==> src/rtl/ddpm_pkg.sv <==
// package for the dual data pointer mode block
// assumes a single pclk domain and an apb register port
`default_nettype none
package ddpm_pkg;
    // register byte addresses; the limit register is given by its index
    localparam logic [9:0] ddpm_off_mode = 10'h0a0;
    localparam logic [9:0] ddpm_off_cfg = 10'h0a4;
    localparam logic [9:0] ddpm_off_dp0 = 10'h0a8;
    localparam logic [9:0] ddpm_off_dp1 = 10'h0ac;
    localparam logic [7:0] ddpm_off_last = 8'he3;
    // limit register byte address: four times its index
    localparam logic [9:0] ddpm_off_last_w = {ddpm_off_last, 2'b00};
    // pointer_mode_reg bit positions
    localparam int ddpm_bit_redirect = 0;
    localparam int ddpm_bit_movcdis = 1;
    localparam int ddpm_bit_circ0 = 2;
    localparam int ddpm_bit_circ1 = 3;
    // configuration bit positions
    localparam int ddpm_bit_sel = 0;
    localparam int ddpm_bit_down0 = 4;
    localparam int ddpm_bit_down1 = 5;
    localparam int ddpm_bit_upd0 = 6;
    localparam int ddpm_bit_upd1 = 7;
    // reset values
    localparam logic [7:0] ddpm_rst_mode = 8'h00;
    localparam logic [7:0] ddpm_rst_cfg = 8'h00;
    localparam logic [7:0] ddpm_rst_last = 8'h00;
    localparam logic [15:0] ddpm_rst_ptr = 16'h0000;
    // second circular region base
    localparam logic [15:0] ddpm_region_b = 16'h0100;
    // extension opcodes (second byte after prefix)
    localparam logic [7:0] ddpm_prefix = 8'ha5;
    localparam logic [7:0] ddpm_op_mov_alt = 8'h90;
    localparam logic [7:0] ddpm_op_movc_alt = 8'h93;
    localparam logic [7:0] ddpm_op_inc_alt = 8'ha3;
    localparam logic [7:0] ddpm_op_rd_alt = 8'he0;
    localparam logic [7:0] ddpm_op_wr_alt = 8'hf0;
    // cycle counts of the extension opcodes
    localparam logic [2:0] ddpm_cyc_mov_alt = 3'h4;
    localparam logic [2:0] ddpm_cyc_movc_alt = 3'h4;
    localparam logic [2:0] ddpm_cyc_inc_alt = 3'h3;
    localparam logic [2:0] ddpm_cyc_movx_fast = 3'h3;
    localparam logic [2:0] ddpm_cyc_movx_slow = 3'h5;
    // access kinds issued by the decoder
    typedef enum logic [2:0] {
        ddpm_acc_none,
        ddpm_acc_movx_rd,
        ddpm_acc_movx_wr,
        ddpm_acc_movc,
        ddpm_acc_inc,
        ddpm_acc_load
    } ddpm_acc_t;
endpackage : ddpm_pkg
`default_nettype wire

==> src/rtl/ddpm_step_if.sv <==
// carrier between the pointer top and its circular step units
// assumes both ends on pclk
`timescale 1ns/1ns
`default_nettype none
interface ddpm_step_if;
    logic [15:0] cur;
    logic down;
    logic circ;
    logic [7:0] last;
    logic [15:0] nxt;
    modport user (output cur, output down, output circ, output last,
        input nxt);
    modport unit (input cur, input down, input circ, input last,
        output nxt);
endinterface : ddpm_step_if
`default_nettype wire

==> src/rtl/ddpm_step.sv <==
// circular-aware plus or minus one step of a 16-bit pointer
// assumes purely combinational use inside pclk logic
`timescale 1ns/1ns
`default_nettype none
module ddpm_step
    import ddpm_pkg::*;
(
    ddpm_step_if.unit s
);
    logic [15:0] top_a;
    logic [15:0] top_b;
    assign top_a = {8'h00, s.last};
    assign top_b = ddpm_region_b + {8'h00, s.last};
    always_comb begin
        s.nxt = s.down ? s.cur - 16'h0001 : s.cur + 16'h0001;
        if (s.circ) begin
            if (!s.down && s.cur == top_a) begin
                s.nxt = 16'h0000;
            end else if (!s.down && s.cur == top_b) begin
                s.nxt = ddpm_region_b;
            end else if (s.down && s.cur == 16'h0000) begin
                s.nxt = top_a;
            end else if (s.down && s.cur == ddpm_region_b) begin
                s.nxt = top_b;
            end
        end
    end
endmodule : ddpm_step
`default_nettype wire

==> src/rtl/ddpm_top.sv <==
// dual data pointer mode block: pointers, modes, routing, extensions
// assumes the cpu decoder on pclk and apb access to the registers
//
// Our own choice: the APB slave port.
`timescale 1ns/1ns
`default_nettype none
module ddpm_top
    import ddpm_pkg::*;
(
    input wire logic pclk,
    input wire logic presetn,
    input wire logic psel,
    input wire logic penable,
    input wire logic pwrite,
    input wire logic [9:0] paddr,
    input wire logic [31:0] pwdata,
    output logic [31:0] prdata,
    output logic pready,
    output logic pslverr,
    input wire logic acc_valid,
    input wire ddpm_pkg::ddpm_acc_t acc_kind,
    input wire logic acc_alt,
    input wire logic acc_ext,
    input wire logic acc_slow,
    input wire logic [7:0] acc_value,
    input wire logic [15:0] acc_imm,
    output logic addr_valid,
    output logic [15:0] addr_out,
    output logic addr_is_code,
    output logic addr_write,
    output logic data_to_b,
    output logic [2:0] cycle_count,
    output logic [15:0] pointer_zero_out,
    output logic [15:0] pointer_one_out
);
    import ddpm_pkg::*;

    // ------------------------------------------------------------
    // registers
    // ------------------------------------------------------------
    logic [7:0] mode_q;
    logic [7:0] cfg_q;
    logic [7:0] last_q;
    logic [15:0] dp0_q;
    logic [15:0] dp1_q;
    logic [31:0] prdata_q;
    logic pslverr_q;
    logic pready_q;

    logic wr_en;
    logic rd_en;
    logic hit;
    logic [31:0] rd_mux;

    assign wr_en = psel && penable && pwrite && pready_q;
    assign rd_en = psel && !penable;

    always_comb begin
        hit = 1'b1;
        rd_mux = 32'h0000_0000;
        case (paddr)
            ddpm_off_mode: rd_mux = {24'h000000, mode_q};
            ddpm_off_cfg: rd_mux = {24'h000000, cfg_q};
            ddpm_off_dp0: rd_mux = {16'h0000, dp0_q};
            ddpm_off_dp1: rd_mux = {16'h0000, dp1_q};
            ddpm_off_last_w: rd_mux = {24'h000000, last_q};
            default: hit = 1'b0;
        endcase
    end

    // ------------------------------------------------------------
    // apb slave: no wait states, read data latched in setup
    // ------------------------------------------------------------
    always_ff @(posedge pclk or negedge presetn) begin
        if (!presetn) begin
            pready_q <= 1'b0;
        end else begin
            pready_q <= psel && !penable;
        end
    end

    always_ff @(posedge pclk or negedge presetn) begin
        if (!presetn) begin
            prdata_q <= 32'h0000_0000;
            pslverr_q <= 1'b0;
        end else if (rd_en) begin
            prdata_q <= pwrite ? 32'h0000_0000 : rd_mux;
            pslverr_q <= !hit;
        end
    end

    assign prdata = prdata_q;
    assign pready = pready_q;
    assign pslverr = pslverr_q;

    always_ff @(posedge pclk or negedge presetn) begin
        if (!presetn) begin
            mode_q <= ddpm_rst_mode;
            cfg_q <= ddpm_rst_cfg;
        end else if (wr_en) begin
            if (paddr == ddpm_off_mode) begin
                mode_q <= {4'h0, pwdata[3:0]};
            end
            if (paddr == ddpm_off_cfg) begin
                cfg_q <= {pwdata[7:4], 3'h0, pwdata[0]};
            end
        end
    end

    always_ff @(posedge pclk or negedge presetn) begin
        if (!presetn) begin
            last_q <= ddpm_rst_last;
        end else if (wr_en && paddr == ddpm_off_last_w) begin
            last_q <= pwdata[7:0];
        end
    end

    // ------------------------------------------------------------
    // pointer selection
    // ------------------------------------------------------------
    logic sel;
    logic use_one;
    assign sel = cfg_q[ddpm_bit_sel];
    assign use_one = sel ^ acc_alt;

    ddpm_step_if s0 ();
    ddpm_step_if s1 ();

    // both regions shared by both pointers
    assign s0.cur = dp0_q;
    assign s0.circ = mode_q[ddpm_bit_circ0];
    assign s0.last = last_q;
    assign s1.cur = dp1_q;
    assign s1.circ = mode_q[ddpm_bit_circ1];
    assign s1.last = last_q;

    logic explicit_inc;
    assign explicit_inc = acc_kind == ddpm_acc_inc;
    // direction from update_down for both kinds of update
    assign s0.down = cfg_q[ddpm_bit_down0];
    assign s1.down = cfg_q[ddpm_bit_down1];

    ddpm_step u_step0 (.s(s0));
    ddpm_step u_step1 (.s(s1));

    logic is_xfer;
    logic upd0;
    logic upd1;
    assign is_xfer = acc_kind == ddpm_acc_movx_rd ||
        acc_kind == ddpm_acc_movx_wr || acc_kind == ddpm_acc_movc;
    assign upd0 = acc_valid && !use_one &&
        (explicit_inc || (is_xfer && cfg_q[ddpm_bit_upd0]));
    assign upd1 = acc_valid && use_one &&
        (explicit_inc || (is_xfer && cfg_q[ddpm_bit_upd1]));

    logic load0;
    logic load1;
    // immediate load into the selected pointer
    assign load0 = acc_valid && acc_kind == ddpm_acc_load && !use_one;
    assign load1 = acc_valid && acc_kind == ddpm_acc_load && use_one;

    logic wr_dp0;
    logic wr_dp1;
    assign wr_dp0 = wr_en && paddr == ddpm_off_dp0;
    assign wr_dp1 = wr_en && paddr == ddpm_off_dp1;

    always_ff @(posedge pclk or negedge presetn) begin
        if (!presetn) begin
            dp0_q <= ddpm_rst_ptr;
        end else if (load0) begin
            dp0_q <= acc_imm;
        end else if (upd0) begin
            dp0_q <= s0.nxt;
        end else if (wr_dp0) begin
            dp0_q <= pwdata[15:0];
        end
    end

    always_ff @(posedge pclk or negedge presetn) begin
        if (!presetn) begin
            dp1_q <= ddpm_rst_ptr;
        end else if (load1) begin
            dp1_q <= acc_imm;
        end else if (upd1) begin
            dp1_q <= s1.nxt;
        end else if (wr_dp1) begin
            dp1_q <= pwdata[15:0];
        end
    end

    // ------------------------------------------------------------
    // address and routing outputs
    // ------------------------------------------------------------
    logic [15:0] base;
    logic [15:0] addr_d;
    logic to_b_d;
    logic index_on;
    logic [2:0] cyc_d;
    assign base = use_one ? dp1_q : dp0_q;
    // index dropped; extension keeps the index
    assign index_on = !mode_q[ddpm_bit_movcdis] || acc_ext;

    always_comb begin
        addr_d = base;
        if (acc_kind == ddpm_acc_movc && index_on) begin
            addr_d = base + {8'h00, acc_value};
        end
    end

    // redirect transfers of pointer one to B
    // extension moves always use the accumulator
    assign to_b_d = mode_q[ddpm_bit_redirect] && use_one && is_xfer &&
        !acc_ext;

    always_comb begin
        cyc_d = 3'h0;
        case (acc_kind)
            ddpm_acc_load: cyc_d = ddpm_cyc_mov_alt;
            ddpm_acc_movc: cyc_d = ddpm_cyc_movc_alt;
            ddpm_acc_inc: cyc_d = ddpm_cyc_inc_alt;
            ddpm_acc_movx_rd,
            ddpm_acc_movx_wr: cyc_d = acc_slow ? ddpm_cyc_movx_slow :
                ddpm_cyc_movx_fast;
            default: cyc_d = 3'h0;
        endcase
        if (!acc_ext) begin
            cyc_d = 3'h0;
        end
    end

    always_ff @(posedge pclk or negedge presetn) begin
        if (!presetn) begin
            addr_valid <= 1'b0;
            addr_out <= 16'h0000;
            addr_is_code <= 1'b0;
            addr_write <= 1'b0;
            data_to_b <= 1'b0;
            cycle_count <= 3'h0;
        end else begin
            addr_valid <= acc_valid && is_xfer;
            addr_out <= addr_d;
            addr_is_code <= acc_kind == ddpm_acc_movc;
            addr_write <= acc_kind == ddpm_acc_movx_wr;
            data_to_b <= acc_valid && to_b_d;
            cycle_count <= acc_valid ? cyc_d : 3'h0;
        end
    end

    always_ff @(posedge pclk or negedge presetn) begin
        if (!presetn) begin
            pointer_zero_out <= ddpm_rst_ptr;
            pointer_one_out <= ddpm_rst_ptr;
        end else begin
            pointer_zero_out <= dp0_q;
            pointer_one_out <= dp1_q;
        end
    end
endmodule : ddpm_top
`default_nettype wire

==> config.mk <==
export PLATFORM = sky130hd
export DESIGN_NAME = ddpm_top
export DESIGN_NICKNAME = d
export VERILOG_FILES = /design/src/rtl/ddpm_pkg.sv /design/src/rtl/ddpm_step_if.sv /design/src/rtl/ddpm_step.sv /design/src/rtl/ddpm_top.sv
export SDC_FILE = /design/constraint.sdc
export NUM_CORES = 1
export LEC_CHECK = 0
export BUFFER_PORTS_ARGS = -buffer_cell sky130_fd_sc_hd__buf_2
export CAP_MARGIN = 20
export CORE_MARGIN = 2
export CORE_UTILIZATION = 55
export DETAILED_ROUTE_END_ITERATION = 12
export GPL_TIMING_DRIVEN = 0
export HOLD_SLACK_MARGIN = 0.05
export PLACE_DENSITY = 0.83
export SYNTH_ARGS = -nofsm -noshare
export SYNTH_HDL_FRONTEND = slang
export SYNTH_SLANG_ARGS = --single-unit
export TNS_END_PERCENT = 5
==> constraint.sdc <==
create_clock -name pclk -period 4 [get_ports pclk]
set_input_delay 0.8 -clock pclk [delete_from_list [all_inputs] [get_ports pclk]]
set_output_delay 0.8 -clock pclk [all_outputs]
set_load 0.005 [all_outputs]
==> impl_metrics.csv, run 1 <==
group,metric,value,unit
run_status,status,"finished, final reports clean",
cells_and_area,final_nets,1104,
floorplanning,die_width,121.4,um
global_route,groute.layer.met3.usage,0.05263,
power_and_ir_drop,power_frac_seq,0.394,
cells_and_area,layout-drive-gt1-share,0.2152,
synth,synth_ff_type,"dfrtp_1",
timing,rsz0062_at_grt,"false",
floorplanning,die-height,121.4,um
place,port_buffers,132,
detailed_routing,drtIter0Drc,821,
clock_network,cts_buffer_depth,2,
timing,drv_slew,0,
synth,synthCells,821,
clock_network,cts_tree,"yes",
critical_path,setup.worst_path.class,"reg -> reg",
critical_path,startpoint,"cfg_q[0]$_DFFE_PN0P_",
detailed_routing,vias,7261,
detailed_routing,drt_first_pass_iters,7,
power_and_ir_drop,combPwrFrac,0.248,
timing,relSlewSlack,0.4374,
synth,synth_warnings,0,
critical_path,r2r_start,"cfg_q[0]$_DFFE_PN0P_",
power_and_ir_drop,p_switching,1.429,mW
power_and_ir_drop,p_leak,4.403,nW
clock_network,htreeDepth,4,
timing,worstMarginPinSlew,0.8368,ns
detailed_routing,post_drt_via_cell_ratio,6.180,
synth,ys_types,72,
clock_network,insertion_delay,0.42,ns
power_and_ir_drop,p_int,2.992,mW
critical_path,cp.required,4.33,ns
critical_path,path_max_fanout,10,
critical_path,r2r_cells,13,
floorplanning,die_area,14730,um^2
synth,synth.avg_cell_area,9.226,um^2
timing,setup_violations,0,
flow_run,cap_violations,0,
place,gp_congestion,0.9688,
cells_and_area,syn_to_final_growth,20.78,%
clock_network,cts_sinks,122,
power_and_ir_drop,switching_share,0.3232,
critical_path,worstSetupEndpointType,"flop",
timing,period_share,0.8881,
detailed_routing,wl_per_cell,19.12,um
power_and_ir_drop,power,4.421,mW
global_route,antenna_found_initial,0,
floorplanning,start_util,0.5675,
global_route,grt_max_degree,71,
critical_path,worst-endpoint-arrival,3.89,ns
global_route,grt_pass1_wl,35160,um
power_and_ir_drop,power.density,483.2,nW/um^2
global_route,met1_usage,0.4146,
timing,max_freq,281.5,MHz
timing,setup_tns,0,ns
clock_network,path_clk_slew,0.06,ns
synth,synth_edf_count,0,
global_route,busiest_layer,"met2",
place,hpwlAfterDp,16450,um
floorplanning,core_region_area,13350,um^2
cells_and_area,n_antenna_cell,0,
synth,async_reset_ff_frac,1.000,
timing,hold_ws,0.3209,ns
synth,synth-seq-area-share,0.4030,
floorplanning,ios,167,
synth,syn_area,7575,um^2
clock_network,cts_inserted_buffers,17,
global_route,grt_pass1_vias,6820,
worst_hold_path,hp-class,"in -> async",
synth,synth_seq_cells,122,
detailed_routing,drc,0,
global_route,grt_util_met2,0.4888,
floorplanning,placementRows,42,
clock_network,cts_root_buf,"clkbuf_16",
detailed_routing,final_antenna_net_count,0,
critical_path,reg2reg_to,"addr_out[10]$_DFF_PN0_",
timing,finClkSkew,0.008125,ns
cells_and_area,final_util,0.6854,
detailed_routing,wirelength,22470,um
critical_path,cp-start-kind,"flop",
power_and_ir_drop,pwr-share-clk,0.359,
power_and_ir_drop,vdd_drop_max,304.3,uV
clock_network,cts_resized,0,
global_route,grt.total_usage,0.3129,
timing,final.min_clock_period,3.553,ns
timing,finalHoldViolCount,0,
critical_path,r2r_slack,0.45,ns
global_route,globalRouteOverflowTotal,0,
registers in the layout, indices dropped and copies added, names as in the netlist:
signal and cells:
pslverr 1, prdata 16, mode_q 4, pready 1, cycle_count 3, dp0_q 16
last_q 8, addr_valid 1, addr_write 1, addr_is_code 1, pointer_zero_out 16, cfg_q 5
pointer_one_out 16, dp1_q 16, addr_out 16, data_to_b 1
power by group through the flow:
stage | Sequential (mW) | Clock (mW) | Combinational (mW)
finish | 1.74 | 1.59 | 1.10
global route | 1.76 | 1.66 | 1.21
CTS | 1.73 | 1.59 | 1.08
detailed placement | 1.74 | 0 | 1.07
global placement | 1.74 | 0 | 1.03
floorplan | 1.65 | 0 | 0.701
stage by stage:
step	setup WS, ns	instance area, um^2	cells
6_report	0.4475	9149	1175
5_1_grt	0.2153	9149	1175
4_1_cts	0.1721	9153	1176
3_5_place_dp	-0.1171	8546	1145
3_3_place_gp	0.01274	8512	1144
2_1_floorplan	0.6572	7631	836
critical path: stages (launching register included):
cell and delay [ns]:
dfrtp_1 0.48, xnor2_2 0.23, clkbuf_1 0.24, nand2_1 0.12, nand2_1 0.10, ha_1 0.23, fa_1 0.41, a21o_1 0.18
a21oi_1 0.22, o21bai_1 0.12, a2111oi_0 0.57, nor3_1 0.22, nand3_1 0.15, xor2_1 0.18
cell families after synthesis:
group | after synthesis | synth area share
AO/OA/AOI/OAI | 233 | 0.2020
XOR/XNOR | 62 | 0.07268
adder cells (fa/ha/maj) | 39 | 0.06739
buffers and inverters | 65 | 0.04130
flip-flops | 122 | 0.4030
multiplexers | 29 | 0.04163
other | 1 | 0.0004951
AND/OR/NAND/NOR | 270 | 0.1715
worst max-delay path by stage:
stage	cells after the start	endpoint
after floorplan	13	addr_out[9]$_DFF_PN0_
after global placement	14	addr_out[9]$_DFF_PN0_
after detailed placement	14	addr_out[9]$_DFF_PN0_
after CTS	13	addr_out[9]$_DFF_PN0_
after global routing	13	addr_out[10]$_DFF_PN0_
final	13	addr_out[10]$_DFF_PN0_
cell usage after synthesis, drive strengths merged (20+ instances only):
cell type    n  area share
nand2      119       0.059
dfrtp      122        0.40
mux2        20       0.030
clkbuf      33       0.016
o21ai       46       0.030
xor2        28       0.032
ha          36       0.059
a21oi       60       0.041
nor3        25       0.018
buf         21       0.019
nor2        54       0.027
xnor2       34       0.040
repair_timing:
action                                  CTS  global route
endpoints found under the setup margin    0             4
hold buffers                              0             0
endpoints found under the hold margin     0             0
setup buffers                             0             0
per-layer routing:
layer,wire length [um],vias to the layer above,part of all wire
li1,-,3302,-
met1,8822,3393,0.39
met2,10310,478,0.46
met3,2311,88,0.10
met4,1020,0,0.045
met5,0,-,0
area by class of cell:
| class | count | area, um^2 |
|---|---|---|
| Sequential cell | 122 | 3053 |
| Inverter | 11 | 41.29 |
| Tap cell | 176 | 220.2 |
| Timing Repair Buffer | 133 | 694.4 |
| Multi-Input combinational cell | 649 | 4265 |
| Clock buffer | 18 | 429.2 |
| Buffer | 53 | 267.8 |
| Clock inverter | 13 | 177.7 |
| Fill cell | 1053 | 4199 |
cells in the final DEF (no fill, tap or decap), drive strengths merged, types with 10 or more instances in the layout:
cell type  Yosys  routed
a21o          17      17
a21oi         60      60
a31oi         18      18
buf           21     154
clkbuf        33      50
conb           1      16
dfrtp        122     122
ha            36      36
inv           11      11
mux2          20      20
nand2        119     119
nand3         10      10
nor2          54      54
nor3          25      25
nor4          10      10
o21ai         46      46
xnor2         34      34
xor2          28      28
Note: power is estimated with default switching activity, not from simulation.
==> inputs of run 2 (changes only) <==
Settings changed: ABC_AREA from default to 1, CORE_UTILIZATION 55 to 56, GPL_TIMING_DRIVEN 0 to default, SKIP_LAST_GASP from default to 1.
==> impl_metrics.csv, run 2 <==
group,metric,value,unit
synth,yosys.area.top_type,"dfrtp_1",
detailed_routing,drtIter0Drc,766,
floorplanning,die-height,126.2,um
cells_and_area,stdcell_area,9756,um^2
synth,synth_edf_count,0,
clock_network,cts_inserted_buffers,17,
synth,synth.avg_cell_area,7.246,um^2
timing,max_freq,341.3,MHz
detailed_routing,wl_per_cell,17.05,um
synth,synth-seq-area-share,0.3651,
detailed_routing,final_antenna_net_count,0,
cells_and_area,syn_to_final_growth,16.67,%
floorplanning,die_width,126.2,um
clock_network,path_clk_slew,0.06,ns
timing,setup_tns,0,ns
cells_and_area,final_util,0.6712,
cells_and_area,final_nets,1406,
place,port_buffers,134,
critical_path,reg2reg_to,"addr_out[12]$_DFF_PN0_",
critical_path,worst-endpoint-arrival,3.24,ns
place,hpwlAfterDp,19060,um
critical_path,cp_top_family,"simple AND/OR/NAND/NOR gates",
detailed_routing,drc,0,
floorplanning,placementRows,44,
timing,relSlewSlack,0.4692,
cells_and_area,final_cell_mix,"346 x nand2_1, 133 x buf_2, 122 x dfrtp_1",
cells_and_area,layout-drive-gt1-share,0.1828,
critical_path,cp_cell_sequence,"buf_2, or2_4, nand2_8, nand2_1, o21ai_0, ha_1, fa_1, nand3_1, nand3_1, nand2_1, nand2_1, a21oi_1, o21ai_0, nor2b_1, nand2_1, xor2_1",
clock_network,cts_tree,"yes",
flow_run,cap_violations,0,
synth,syn_area,8362,um^2
timing,final.min_clock_period,2.930,ns
critical_path,setup.worst_path.class,"in -> reg",
power_and_ir_drop,power,4.395,mW
detailed_routing,post_drt_via_cell_ratio,5.684,
critical_path,crit_cells,16,
synth,synthCells,1154,
floorplanning,core_region_area,14530,um^2
global_route,grt.total_usage,0.3238,
critical_path,r2r_start,"dp1_q[1]$_DFFE_PN0P_",
run_status,status,"finished, final reports clean",
place,post-place-ws,0.7132,ns
clock_network,cts_setup_buffers,0,
timing,worstMarginPinSlew,0.7962,ns
critical_path,r2r_slack,1.08,ns
place,place_area,9112,um^2
cells_and_area,n_antenna_cell,0,
global_route,globalRouteOverflowTotal,0,
cells_and_area,fin_cells,1486,
critical_path,crit_path_max_incr_delay,0.31,ns
synth,synth_seq_cells,122,
synth,synth_warnings,0,
critical_path,crit_slowest_cell,"o21ai_0",
timing,worst_slack,1.070,ns
floorplanning,die_area,15930,um^2
place,gp_congestion,1.009,
clock_network,cts_resized,0,
synth,netlist_top_cells_area,"dfrtp_1 37%, nand2_1 16%, ha_1 5.4%",
clock_network,cts_root_buf,"clkbuf_16",
timing,drv_slew,0,
critical_path,critPathCapture,"addr_out[12]$_DFF_PN0_",
critical_path,cp-start-kind,"primary input",
critical_path,cp.required,4.31,ns
power_and_ir_drop,power.density,450.5,nW/um^2
timing,finalHoldViolCount,0,
place,place_inst,1454,
detailed_routing,wirelength,25340,um
timing,finClkSkew,0.007922,ns
cells_and_area,mostFrequentLayoutCell,"nand2_1",
synth,synth_ff_type,"dfrtp_1",
global_route,antenna_found_initial,0,
detailed_routing,drt_first_pass_iters,6,
timing,period_share,0.7326,
timing,rsz0062_at_grt,"false",
clock_network,cts_buffer_depth,2,
clock_network,cts_hold_buf,0,
synth,async_reset_ff_frac,1.000,
worst_hold_path,hp-class,"in -> async",
power_and_ir_drop,vdd_drop_max,299.0,uV
floorplanning,start_util,0.5753,
floorplanning,ios,167,
global_route,grt_pass1_wl,40630,um
critical_path,startpoint,"acc_alt",
clock_network,cts_sinks,122,
timing,hold_ws,0.4612,ns
detailed_routing,vias,8446,
synth,yosys.area.top_type_share,0.3651,
clock_network,htreeDepth,4,
synth,ys_top_cells_by_count,"346 x nand2_1, 122 x dfrtp_1, 114 x inv_1",
synth,synth.most_common_cell,"nand2_1",
critical_path,worstSetupEndpointType,"flop",
clock_network,insertion_delay,0.44,ns
synth,ys_types,52,
global_route,grt_max_degree,66,
power_and_ir_drop,p_leak,5.224,nW
global_route,grt_pass1_vias,7968,
critical_path,path_max_fanout,24,
critical_path,path_common_cell,"nand2_1",
critical_path,r2r_cells,12,
timing,setup_violations,0,
critical_path,path_buf_inv,1,
[run 2: cell types whose count changed after synthesis, moves of 25 or more]
cell	delta
xnor2_1	-25
o21ai_0	+46
nand2_1	+227
nand3_1	+63
clkbuf_1	-27
inv_1	+103
[run 2: how the worst min path moves through the flow]
stage / from / endpoint / depth (start not counted)
after floorplan: dp1_q[4]$_DFFE_PN0P_ / pointer_one_out[4]$_DFF_PN0_ / 0
after global placement: dp0_q[9]$_DFFE_PN0P_ / pointer_zero_out[9]$_DFF_PN0_ / 0
after detailed placement: dp0_q[9]$_DFFE_PN0P_ / pointer_zero_out[9]$_DFF_PN0_ / 0
after CTS: dp0_q[9]$_DFFE_PN0P_ / pointer_zero_out[9]$_DFF_PN0_ / 0
after global routing: dp0_q[9]$_DFFE_PN0P_ / pointer_zero_out[9]$_DFF_PN0_ / 0
final: presetn / addr_out[0]$_DFF_PN0_ / 1
[run 2: worst reg2reg max path: stages, from the launching register on]
cell and delay (ns):
dfrtp_1 0.56, inv_1 0.22, o21ai_0 0.44, fa_1 0.30, nand3_1 0.08, nand3_1 0.10, nand2_1 0.08, nand2_1 0.06
a21oi_1 0.09, o21ai_0 0.31, nor2b_1 0.31, nand2_1 0.10, xor2_1 0.15
[run 2: area by class of cell]
cell class	instances	area, um^2
repair buffers	136	700.7
flip-flops and latches	122	3053
clock buffers	17	425.4
well taps	184	230.2
inverters	139	525.5
fillers	1296	4778
multi-input cells	873	4603
clock inverters	15	217.7
[run 2: cell families (layout without fill, tap and decap cells)]
group,count (synthesis),count (layout),share of synthesized area
other cells,1,16,0.0004485
flops,122,122,0.3651
buf+inv,174,307,0.09113
fa+ha+maj,39,39,0.06105
simple gates,558,558,0.2951
xor+xnor,35,35,0.03666
compound gates,225,225,0.1505
[run 2: layer usage]
layer	part of all wire	track usage	wire, um
met1	0.42	0.4370	10590
met2	0.45	0.5183	11520
met3	0.098	0.06585	2481
met4	0.030	0.1196	753
met5	0	0	0
[run 2: where the power goes]
part / switching, mW / total (mW) / internal [mW]
combinational: 0.659 / 1.07 / 0.410
clock: 0.614 / 1.67 / 1.05
sequential: 0.231 / 1.66 / 1.43
